$ cat src/core/alfc_consts.vh
// Constants for the antenna link fault continuity block.
// Assumes a single 40 MHz clock and a power-on reset as the only reset.
// Functional notes
// - Only power-on reset clears state; processor reset leaves everything running.
// - Frame timer keeps counting and emitting events during processor reset.
// - Inbound links keep writing inbound RAM during processor reset.
// - Redirected or combined inbound traffic passes through processor reset untouched.
// - Per-link aggregator no-operation mode, restored to pre-reset value after reset.
// - Re-synchronization realigns timer to external burst; events restart at frame boundary.
// - Receive and transmit frame offsets stay valid after realignment.
// - While links resynchronize, send empty outbound data and decode nothing inbound.
// - Re-enabled timer waits for next sync burst and emits no events until then.
// - Outbound disables on its own; disabling inbound clears sync and so also empties outbound.
// - Frame misalignment triggers automatic re-synchronization without software.
// - Total failure of one link leaves other links running.
// - Failed link feeding combined stream gets empty messages until resynchronized.
// - Hot swap and recovered clock loss cause no lockup and no cross-link effect.
`ifndef ALFC_CONSTS_VH
`define ALFC_CONSTS_VH
`define ALFC_NUM_LINKS      6
`define ALFC_DATA_W         32
`define ALFC_FRAME_LEN      16'h0100
`define ALFC_SYNC_FRAMES    4'h2
`define ALFC_FIFO_DEPTH     32
`define ALFC_EMPTY_WORD     32'h0000_0000
`define ALFC_LOS_TIMEOUT    8'h40
`define ALFC_ST_IDLE        3'b001
`define ALFC_ST_WAIT        3'b010
`define ALFC_ST_RUN         3'b100
`endif

$ cat src/core/alfc_fifo.v
// Synchronous FIFO with valid/ready on both sides.
// Assumes one clock; reset is the power-on reset only.
`timescale 1ns/10ps
module alfc_fifo #(
    parameter WIDTH = 32,
    parameter DEPTH = 32,
    parameter AW    = 5
) (
    input  wire             clock_in,
    input  wire             rst_in,
    input  wire [WIDTH-1:0] wr_data_in,
    input  wire             wr_valid_in,
    output wire             wr_ready_out,
    output wire [WIDTH-1:0] rd_data_out,
    output wire             rd_valid_out,
    input  wire             rd_ready_in
);
    reg [WIDTH-1:0] mem_q [0:DEPTH-1];
    reg [AW-1:0]    wptr_q;
    reg [AW-1:0]    rptr_q;
    reg [AW:0]      cnt_q;
    wire            push;
    wire            pop;
    assign wr_ready_out = (cnt_q != DEPTH[AW:0]);
    assign rd_valid_out = (cnt_q != {(AW+1){1'b0}});
    assign rd_data_out  = mem_q[rptr_q];
    assign push = wr_valid_in & wr_ready_out;
    assign pop  = rd_valid_out & rd_ready_in;
    always @(posedge clock_in) begin
        if (push) begin
            mem_q[wptr_q] <= wr_data_in;
        end
    end
    always @(posedge clock_in) begin
        if (rst_in) begin
            wptr_q <= {AW{1'b0}};
            rptr_q <= {AW{1'b0}};
            cnt_q  <= {(AW+1){1'b0}};
        end else begin
            if (push) begin
                wptr_q <= (wptr_q == DEPTH[AW-1:0] - 1'b1) ? {AW{1'b0}} : wptr_q + 1'b1;
            end
            if (pop) begin
                rptr_q <= (rptr_q == DEPTH[AW-1:0] - 1'b1) ? {AW{1'b0}} : rptr_q + 1'b1;
            end
            if (push & ~pop) begin
                cnt_q <= cnt_q + 1'b1;
            end else if (pop & ~push) begin
                cnt_q <= cnt_q - 1'b1;
            end
        end
    end
endmodule

$ cat src/core/alfc_top.v
// Link fault continuity: frame timer, per-link sync tracking, combine with fill.
// Assumes rst_in is the power-on reset; processor reset arrives as a plain input.
`include "alfc_consts.vh"
`timescale 1ns/10ps
module alfc_top #(
    parameter NL    = `ALFC_NUM_LINKS,
    parameter DW    = `ALFC_DATA_W,
    parameter DEPTH = `ALFC_FIFO_DEPTH
) (
    input  wire             clock_in,
    input  wire             rst_in,
    input  wire             cpu_reset_in,
    input  wire             timer_enable_in,
    input  wire             resync_enable_in,
    input  wire             sync_burst_in,
    output reg              frame_event_out,
    output wire             timer_running_out,
    input  wire [NL-1:0]    rx_enable_in,
    input  wire [NL-1:0]    tx_enable_in,
    input  wire [NL-1:0]    agg_nop_in,
    input  wire [NL-1:0]    combine_sel_in,
    input  wire [NL-1:0]    rx_frame_mark_in,
    input  wire [NL-1:0]    rx_word_valid_in,
    input  wire [NL*DW-1:0] rx_data_in,
    input  wire [NL-1:0]    rx_clock_alive_in,
    input  wire [NL*DW-1:0] cpu_tx_data_in,
    output wire [NL-1:0]    link_synced_out,
    output reg  [NL*DW-1:0] tx_data_out,
    output reg  [NL-1:0]    ram_write_out,
    output reg  [NL*DW-1:0] ram_data_out,
    output wire [DW-1:0]    comb_data_out,
    output wire             comb_valid_out,
    input  wire             comb_ready_in,
    output wire             dma_event_out
);
    // ==========================================
    // Input synchronisers
    // ==========================================
    reg [NL+2:0] s1_q;
    reg [NL+2:0] s2_q;
    reg          burst_prev_q;
    always @(posedge clock_in) begin
        s1_q <= {sync_burst_in, rx_frame_mark_in, rx_clock_alive_in[0], cpu_reset_in};
        s2_q <= s1_q;
    end
    wire         cpu_rst   = s2_q[0];
    wire [NL-1:0] mark_s   = s2_q[NL+1:2];
    wire         burst_s   = s2_q[NL+2];
    wire         burst_rise = burst_s & ~burst_prev_q;
    reg  [NL-1:0] alive1_q;
    reg  [NL-1:0] alive2_q;
    always @(posedge clock_in) begin
        alive1_q <= rx_clock_alive_in;
        alive2_q <= alive1_q;
    end
    // ==========================================
    // Frame timer
    // ==========================================
    // Power-on only reset
    // Processor reset never reaches these registers, so state carries through it.
    reg [2:0]  tstate_q;
    reg [15:0] tcnt_q;
    always @(posedge clock_in) begin
        if (rst_in) begin
            tstate_q        <= `ALFC_ST_IDLE;
            tcnt_q          <= 16'h0000;
            burst_prev_q    <= 1'b0;
            frame_event_out <= 1'b0;
        end else begin
            burst_prev_q    <= burst_s;
            frame_event_out <= 1'b0;
            case (tstate_q)
                `ALFC_ST_IDLE: begin
                    if (timer_enable_in) begin
                        tstate_q <= `ALFC_ST_WAIT;
                    end
                end
                `ALFC_ST_WAIT: begin
                    if (!timer_enable_in) begin
                        tstate_q <= `ALFC_ST_IDLE;
                    end else if (burst_rise) begin
                        tstate_q        <= `ALFC_ST_RUN;
                        tcnt_q          <= 16'h0000;
                        frame_event_out <= 1'b1;
                    end
                end
                `ALFC_ST_RUN: begin
                    if (!timer_enable_in) begin
                        tstate_q <= `ALFC_ST_IDLE;
                    end else if (resync_enable_in && burst_rise) begin
                        tcnt_q          <= 16'h0000;
                        frame_event_out <= 1'b1;
                    end else if (tcnt_q == `ALFC_FRAME_LEN - 16'h0001) begin
                        tcnt_q          <= 16'h0000;
                        frame_event_out <= 1'b1;
                    end else begin
                        tcnt_q <= tcnt_q + 16'h0001;
                    end
                end
                default: begin
                    tstate_q <= `ALFC_ST_IDLE;
                end
            endcase
        end
    end
    assign timer_running_out = tstate_q[2];
    // Events to the DMA are held back while the processor is in reset.
    assign dma_event_out = frame_event_out & ~cpu_rst;
    wire resync_pulse = (tstate_q == `ALFC_ST_RUN) & resync_enable_in & burst_rise;
    // ==========================================
    // Per-link sync tracking and data paths
    // ==========================================
    // The mark check samples each link's mark on the frame event; the offsets live outside and are
    // never touched here, so they remain valid across a realignment.
    // Offsets stay valid
    genvar g;
    generate
        for (g = 0; g < NL; g = g + 1) begin : g_link
            reg [3:0] good_q;
            reg       sync_q;
            reg [7:0] los_q;
            wire      mark = mark_s[g];
            wire [DW-1:0] rxd = rx_data_in[g*DW +: DW];
            always @(posedge clock_in) begin
                if (rst_in) begin
                    good_q <= 4'h0;
                    sync_q <= 1'b0;
                    los_q  <= 8'h00;
                end else if (!rx_enable_in[g] || resync_pulse) begin
                    good_q <= 4'h0;
                    sync_q <= 1'b0;
                    los_q  <= 8'h00;
                end else begin
                    if (!alive2_q[g] && los_q != `ALFC_LOS_TIMEOUT) begin
                        los_q <= los_q + 8'h01;
                    end else if (alive2_q[g]) begin
                        los_q <= 8'h00;
                    end
                    if (los_q == `ALFC_LOS_TIMEOUT) begin
                        sync_q <= 1'b0;
                        good_q <= 4'h0;
                    end else if (frame_event_out) begin
                        if (mark) begin
                            if (good_q == `ALFC_SYNC_FRAMES) begin
                                sync_q <= 1'b1;
                            end else begin
                                good_q <= good_q + 4'h1;
                            end
                        end else begin
                            good_q <= 4'h0;
                            sync_q <= 1'b0;
                        end
                    end
                end
            end
            assign link_synced_out[g] = sync_q;
            always @(posedge clock_in) begin
                if (rst_in) begin
                    ram_write_out[g]          <= 1'b0;
                    ram_data_out[g*DW +: DW]  <= `ALFC_EMPTY_WORD;
                    tx_data_out[g*DW +: DW]   <= `ALFC_EMPTY_WORD;
                end else begin
                    ram_write_out[g]         <= sync_q & rx_word_valid_in[g];
                    ram_data_out[g*DW +: DW] <= rxd;
                    if (!tx_enable_in[g] || !sync_q) begin
                        tx_data_out[g*DW +: DW] <= `ALFC_EMPTY_WORD;
                    end else if (combine_sel_in[g]) begin
                        tx_data_out[g*DW +: DW] <= rxd;
                    end else if (agg_nop_in[g]) begin
                        tx_data_out[g*DW +: DW] <= `ALFC_EMPTY_WORD;
                    end else begin
                        tx_data_out[g*DW +: DW] <= cpu_tx_data_in[g*DW +: DW];
                    end
                end
            end
        end
    endgenerate
    // ==========================================
    // Combined stream with slot fill
    // ==========================================
    reg  [2:0]    slot_q;
    reg  [DW-1:0] slot_data;
    integer       i;
    always @* begin
        slot_data = `ALFC_EMPTY_WORD;
        for (i = 0; i < NL; i = i + 1) begin
            if (slot_q == i[2:0]) begin
                slot_data = link_synced_out[i] ? rx_data_in[i*DW +: DW] : `ALFC_EMPTY_WORD;
            end
        end
    end
    wire slot_ok = combine_sel_in[slot_q];
    wire push_rdy;
    // The slot walk stalls on a full FIFO so that no slot is skipped.
    always @(posedge clock_in) begin
        if (rst_in) begin
            slot_q <= 3'h0;
        end else if (push_rdy | ~slot_ok) begin
            slot_q <= (slot_q == NL - 1) ? 3'h0 : slot_q + 3'h1;
        end
    end
    alfc_fifo #(
        .WIDTH (DW),
        .DEPTH (DEPTH),
        .AW    (5)
    ) u_fifo (
        .clock_in     (clock_in),
        .rst_in       (rst_in),
        .wr_data_in   (slot_data),
        .wr_valid_in  (slot_ok),
        .wr_ready_out (push_rdy),
        .rd_data_out  (comb_data_out),
        .rd_valid_out (comb_valid_out),
        .rd_ready_in  (comb_ready_in)
    );
endmodule
$ cat config.mk
export PLATFORM = sky130hd
export DESIGN_NAME = alfc_top
export DESIGN_NICKNAME = d
export VERILOG_FILES = /design/src/core/alfc_fifo.v /design/src/core/alfc_top.v
export VERILOG_INCLUDE_DIRS = /design/src /design/src/core
export SDC_FILE = /design/constraint.sdc
export NUM_CORES = 2
export LEC_CHECK = 0
export ABC_AREA = 0
export ABC_CLOCK_PERIOD_IN_PS = 5300
export BUFFER_PORTS_ARGS = -buffer_cell sky130_fd_sc_hd__buf_4
export CAP_MARGIN = 20
export CORE_AREA = 8 8 372 374
export CTS_BUF_LIST = sky130_fd_sc_hd__clkbuf_2 sky130_fd_sc_hd__clkbuf_4 sky130_fd_sc_hd__clkbuf_8
export CTS_CLUSTER_DIAMETER = 40
export DETAILED_ROUTE_END_ITERATION = 8
export DIE_AREA = 0 0 380 382
export GPL_TIMING_DRIVEN = 0
export PLACE_DENSITY_LB_ADDON = 0.25
export SKIP_LAST_GASP = 1
export SLEW_MARGIN = 10
export SYNTH_ARGS = -nofsm -noshare
export SYNTH_HDL_FRONTEND = slang
export SYNTH_SLANG_ARGS = --single-unit
$ cat constraint.sdc
create_clock -name clock_in -period 5.3 [get_ports clock_in]
set_clock_uncertainty 0.05 [all_clocks]
set_input_delay 0.53 -clock clock_in [delete_from_list [all_inputs] [get_ports clock_in]]
set_output_delay 0.53 -clock clock_in [all_outputs]
set_load 0.01 [all_outputs]
Word-level counts from Yosys, hierarchy flattened
Memories as Yosys holds them, arrays and structs flattened. A register that Yosys moved wholly into a read port is not among the register bits.
Cells that the tools add are included.
Storage, ports and cells
  flip-flop bits (word level): 538
  bits in latches: 0
  memory bits (writable): 1024
  bits in read-only memories: 0
  logic and storage cells: 309
  memories: 1
Operators by class
  add/subtract/negate cells: 18
  multipliers: 0
  div/mod/pow operators: 0
  order comparisons: 1
  equality and inequality tests: 48
  shifts and indexed selects: 0
  multiplexer cells: 88
  bitwise operators: 20
  reduce and logical (&&, ||, !) cells: 85
Memory list
  u_fifo.mem_q: words 32, width 32, read ports 1, clocked after memory_dff 1, write ports 1, RTL line alfc_fifo.v:18  | reg [WIDTH-1:0] mem_q [0:DEPTH-1];
Operators with widths (number)
  $mux 32: 24
  $mux 8: 12
  $mux 16: 5
  $add 8x1->8 const B: 6
  $eq 8x7->1 const B: 6
  $mux 4: 12
  $ne 8x7->1 const B: 6
  $pmux 16 s2: 1
  $add 4x1->4 const B: 6
  $eq 4x2->1 const B: 6
  $logic_not 1->1: 24
  $reduce_and 2->1: 12
  $reduce_or 2->1: 12
  $ne 2x2->1 const B: 11
  $mux 1: 20
  $mux 5: 4
  $reduce_or 3->1: 6
  $add 16x1->16 const B: 1
  $eq 16x8->1 const B: 1
  $reduce_bool 2->1: 8
  $mux 3: 5
  $and 1x1->1: 14
  $logic_or 1x1->1: 12
  $mux 6: 2
  other kinds (22): 44

Logic depth before layout (Yosys ltp)
  depth in word-level cells: 7
  depth in mapped cells: 12
  depth with buffers taken out: 10

Hierarchy
A second synthesis with hierarchy kept.
Unflattened totals
  cell total of the unflattened synthesis: 4031
  area total of the unflattened synthesis: 59300.6 sq um
By module, submodules not included
  alfc_fifo: instances 1, cells each 2055, area an instance 40408.8 sq um, sequential area each 31169.9 sq um
  alfc_top: instances 1, cells each 1976, area an instance 18891.9 sq um, sequential area each 10410.0 sq um

Worst setup path after synthesis
Ideal clock, no wire load.
  kind: input to register
  from: input combine_sel_in[3]
  to: register u_fifo.cnt_q[5]
  data arrival time: 3.299 ns
  required time: 5.129 ns
  setup slack: 1.830 ns
  stages on the path: 12
  path through: clkbuf_1 > mux2_2 > a222oi_1 > buf_2 > nor2_1 > ha_1 > inv_1 > ha_1 > a211o_1 > a21oi_1 > nand4b_1 > mux2_2
Between the ends
  word-level cells in the longest chain between the ends: 6
  elaborated cells between the ends (all ways): 8
RTL lines
  start: declaration: RTL line alfc_top.v:21  | input wire [NL-1:0] combine_sel_in,
  $bmux 1 s3 *: RTL line alfc_top.v:192  | wire slot_ok = combine_sel_in[slot_q];
  $mux 1 (implied by the code) *: RTL line alfc_top.v:192
  $and 1x1->1 *: RTL line alfc_fifo.v:27  | assign push = wr_valid_in & wr_ready_out;
  named net u_fifo.push: RTL line alfc_fifo.v:22  | wire push;
  $not 1->1: RTL line alfc_fifo.v:48  | end else if (pop & ~push) begin
  $and 1x1->1: RTL line alfc_fifo.v:48
  $reduce_bool 2->1 (no source line)
  end signal: assignment: RTL line alfc_fifo.v:38  | cnt_q <= {(AW+1){1'b0}};
  end signal: assignment: RTL line alfc_fifo.v:47  | cnt_q <= cnt_q + 1'b1;
  end signal: assignment: RTL line alfc_fifo.v:49  | cnt_q <= cnt_q - 1'b1;
  end: declaration: RTL line alfc_fifo.v:21  | reg [AW:0] cnt_q;
The timed path passes the listed nets; every way through them passes the cells marked *. The select of a mux whose other input is x is not followed.
A chain may end at the register's enable or synchronous reset.

==> key figures <==
Clock tree
  – Buffer count from post-CTS setup fixing: 0
  – PostCTS Resize Cnt: 0
  – CTS tree: yes
  – Clock sinks: 1565
  – Clock Tree Buf Depth: 4
  – Worst-skew pair later-pin latency: 1.00 ns
  – Root buf cell: clkbuf_8
  – CTS buffer count: 287
  – Clk slew on worst S/H paths: 0.06 ns
  – Post-CTS Hold Buffers: 376
  – H-tree depth: 5

Layout
  – Most frequent cells in the layout: edfxtp_1 (1024), buf_4 (868), dfxtp_1 (541), dlygate4sd3_1 (379), clkbuf_8 (313)
  – Commonest non-fill, non-tap cell in the layout: edfxtp_1
  – Area Growth Syn to Fin: 34.2%
  – Nets: 6099
  – Fin cells: 7649
  – Share of cells above drive strength 1: 0.312

Power
  – Internal power: 21700 µW
  – Comb pwr share: 0.147
  – P per Cell Area: 370 nW/µm²
  – Clock Power Share: 0.390
  – Switching power: 7700 µW
  – Worst vdd ir: 314 µV
  – Seq pwr share: 0.463
  – Total power: 29400 µW
  – Pleak: 0.0289 µW
  – Switching Share: 0.262

Synthesis
  – Post-Synth Simple-Gate Area: 0.0874
  – Post-synth EDFFs: 1024
  – Sequential area share after synthesis: 0.702
  – Library cells used by synthesis: 70
  – Mux contribution to synthesized area: 0.0872
  – Syn_nets: 4491
  – Syn Std Cell Area: 59200 µm²
  – Compound-cell area share of the yosys netlist: 0.0862
  – Async S/R FF share, synth: 0
  – Avg Inst Size Synth: 14.7 µm²
  – Adder-Cell Fraction of Synth Area: 0.00837
  – XOR/XNOR share of the synthesized area: 0.00725
  – Yosys reg bits: 1565
  – Cells after Synth: 4019
  – Ys Warns: 0
  – Largest family of logic cells by synthesized area: simple AND/OR/NAND/NOR gates
  – Ys flop type: edfxtp_1

Routing
  – WL final: 258000 µm
  – Via count: 44700
  – Routed Antenna Nets: 0
  – Post-DR vias/cell: 5.84
  – First-pass DRT Iterations: 9
  – Initial drt markers: 5787
  – DRC: 1
  – WL/cell: 33.8 µm

Worst setup path
  – Worst Path Arrival: 4.55 ns
  – CP endpoint: comb_data_out[13]
  – Critical path required time: 4.72 ns
  – WS Path Type: register to output port
  – Flop-to-flop setup slack: 1.30 ns
  – Crit start category: register
  – RR Endpoint: u_fifo.mem_q[22][24]
  – RR Startpoint: slot_q[1]
  – CP max FO: 10
  – Worst setup EP type: output port
  – FF-to-FF path depth: 10

Floorplan
  – Die W: 380 µm
  – Die area: 145000 µm²
  – Ports: 865
  – Row count: 134
  – Initial Util: 0.447
  – Core ar.: 132000 µm²
  – Die Ht: 382 µm

Timing
  – Min cycle time layout: 5.13 ns
  – Tcrit/Tclk final: 0.968
  – Worst-Margin Slew: 1.30 ns
  – Slew margin rel.: 0.128
  – Unrepaired setup endpoints after global routing: false
  – Endpoints failing hold: 0
  – Fin. max-slew vios: 0
  – Final setup vio count: 0
  – Worst setup margin: 0.172 ns
  – Post-route setup TNS: 0 ns
  – Fmax: 0.195 GHz

Global routing
  – First-pass GRT wire length: 348000 µm
  – Grt met3 use: 0.130
  – GR peak layer: met2
  – Number of global-route vias before repair: 43900
  – Met2 usage: 0.517
  – Global-route usage over all layers: 0.342
  – Largest net degree at the start of global routing: 28
  – GR Overflow Total: 0
  – Met1 usage: 0.426
  – Antenna violations before repair: 105

Flow run
  – Number of max-cap violations: 0

Placement
  – Pre-CTS WS: 0.491 ns
  – DP Cell Count: 6715
  – Global placement routability congestion: 1.01
  – Number of buffers added on ports: 858
  – Dpl hpwl: 202000 µm

Run status
  – Outcome: complete, but fails checks
  – Failing checks: design-rule violations

Hold path
  – HP Class: input pin to register
-- cells by family (layout without fill, tap and decap cells) --
group / count (synthesis) / count (layout)
buffers and inverters: 304 / 2101
AND/OR/NAND/NOR: 989 / 989
flip-flops: 1565 / 1565
other: 0 / 65
XOR/XNOR: 49 / 49
AO/OA/AOI/OAI: 742 / 742
adder cells (fa/ha/maj): 39 / 39
multiplexers: 331 / 331
-- how the worst min path moves through the flow --
stage                                   from         endpoint  slack (ns)  depth (start not counted)
after floorplan                  alive1_q[0]      alive2_q[0]        0.26                          0
after global routing      cpu_tx_data_in[50]  tx_data_out[50]        0.03                          4
final                     cpu_tx_data_in[50]  tx_data_out[50]        0.07                          4
after CTS                 cpu_tx_data_in[84]  tx_data_out[84]       0.004                          3
after global placement               s1_q[0]          s2_q[0]        0.26                          0
after detailed placement             s1_q[5]          s2_q[5]        0.26                          0
-- cells in the mapped netlist (35+ instances only) --
library cell / instances / share of area
edfxtp_1: 1024 / 0.52
dfxtp_1: 541 / 0.18
nor2_1: 341 / 0.022
nor2b_1: 276 / 0.029
clkbuf_1: 217 / 0.014
mux2_2: 195 / 0.037
a22oi_1: 188 / 0.024
a21oi_1: 149 / 0.013
mux4_2: 128 / 0.049
nor3_1: 100 / 0.0085
o21ai_0: 89 / 0.0075
a211oi_1: 67 / 0.0085
a22o_1: 64 / 0.0095
o22ai_1: 64 / 0.0068
nand3_1: 59 / 0.0050
nand2_1: 43 / 0.0027
ha_1: 38 / 0.0080
or4_1: 37 / 0.0047
inv_1: 36 / 0.0023
o31ai_1: 35 / 0.0044
-- metal layers --
layer / share of wire / vias to the layer above
met3: 0.12 / 630
li1: - / 18700
met5: 0.00091 / -
met1: 0.37 / 22200
met2: 0.44 / 3079
met4: 0.064 / 38
-- flip-flops by register name, indices dropped and copies added (netlist names), 3 cells and up, named ones only --
register,cells
g_link.los_q,48
g_link.sync_q,6
u_fifo.wptr_q,5
s1_q,8
g_link.good_q,24
alive1_q,6
alive2_q,6
slot_q,3
u_fifo.cnt_q,6
tx_data_out,192
u_fifo.mem_q,1024
u_fifo.rptr_q,5
tstate_q,3
ram_write_out,6
ram_data_out,192
tcnt_q,16
s2_q,8
-- worst max-delay path: stages (launching register included) --
cell and delay (ns):
dfxtp_1 0.32, buf_2 0.28, clkbuf_1 0.62, clkbuf_1 0.64
mux2_2 0.41, o22ai_1 0.19, nor3_1 0.14, or4_1 0.69
buf_4 0.22
-- per-stage QoR --
step           utilization  hold slack, ns  cell area, µm²
2_1_floorplan            -           0.260           59200
3_3_place_gp         0.512           0.261           67900
3_5_place_dp         0.527           0.262           69800
4_1_cts              0.598         0.00363           79200
5_1_grt              0.599          0.0323           79400
6_report             0.600          0.0679           79500
-- power groups by stage --
stage	Sequential [µW]	Combinational (µW)	Clock, µW
floorplan	13900	1800	0
global placement	13900	3660	0
detailed placement	13900	4000	0
CTS	13600	4260	11600
global route	13600	4480	12100
finish	13600	4320	11500
-- area by class of cell --
type	instances	area (µm²)
fill	10400	53000
sequential	1565	41600
multi-input combinational	2150	17000
timing repair buffer	1319	11600
clock buffer	396	4930
tap	1768	2210
buffer	266	1120
clock inverter	82	662
antenna	65	163
inverter	38	143
(Power assumes the default switching activity.)
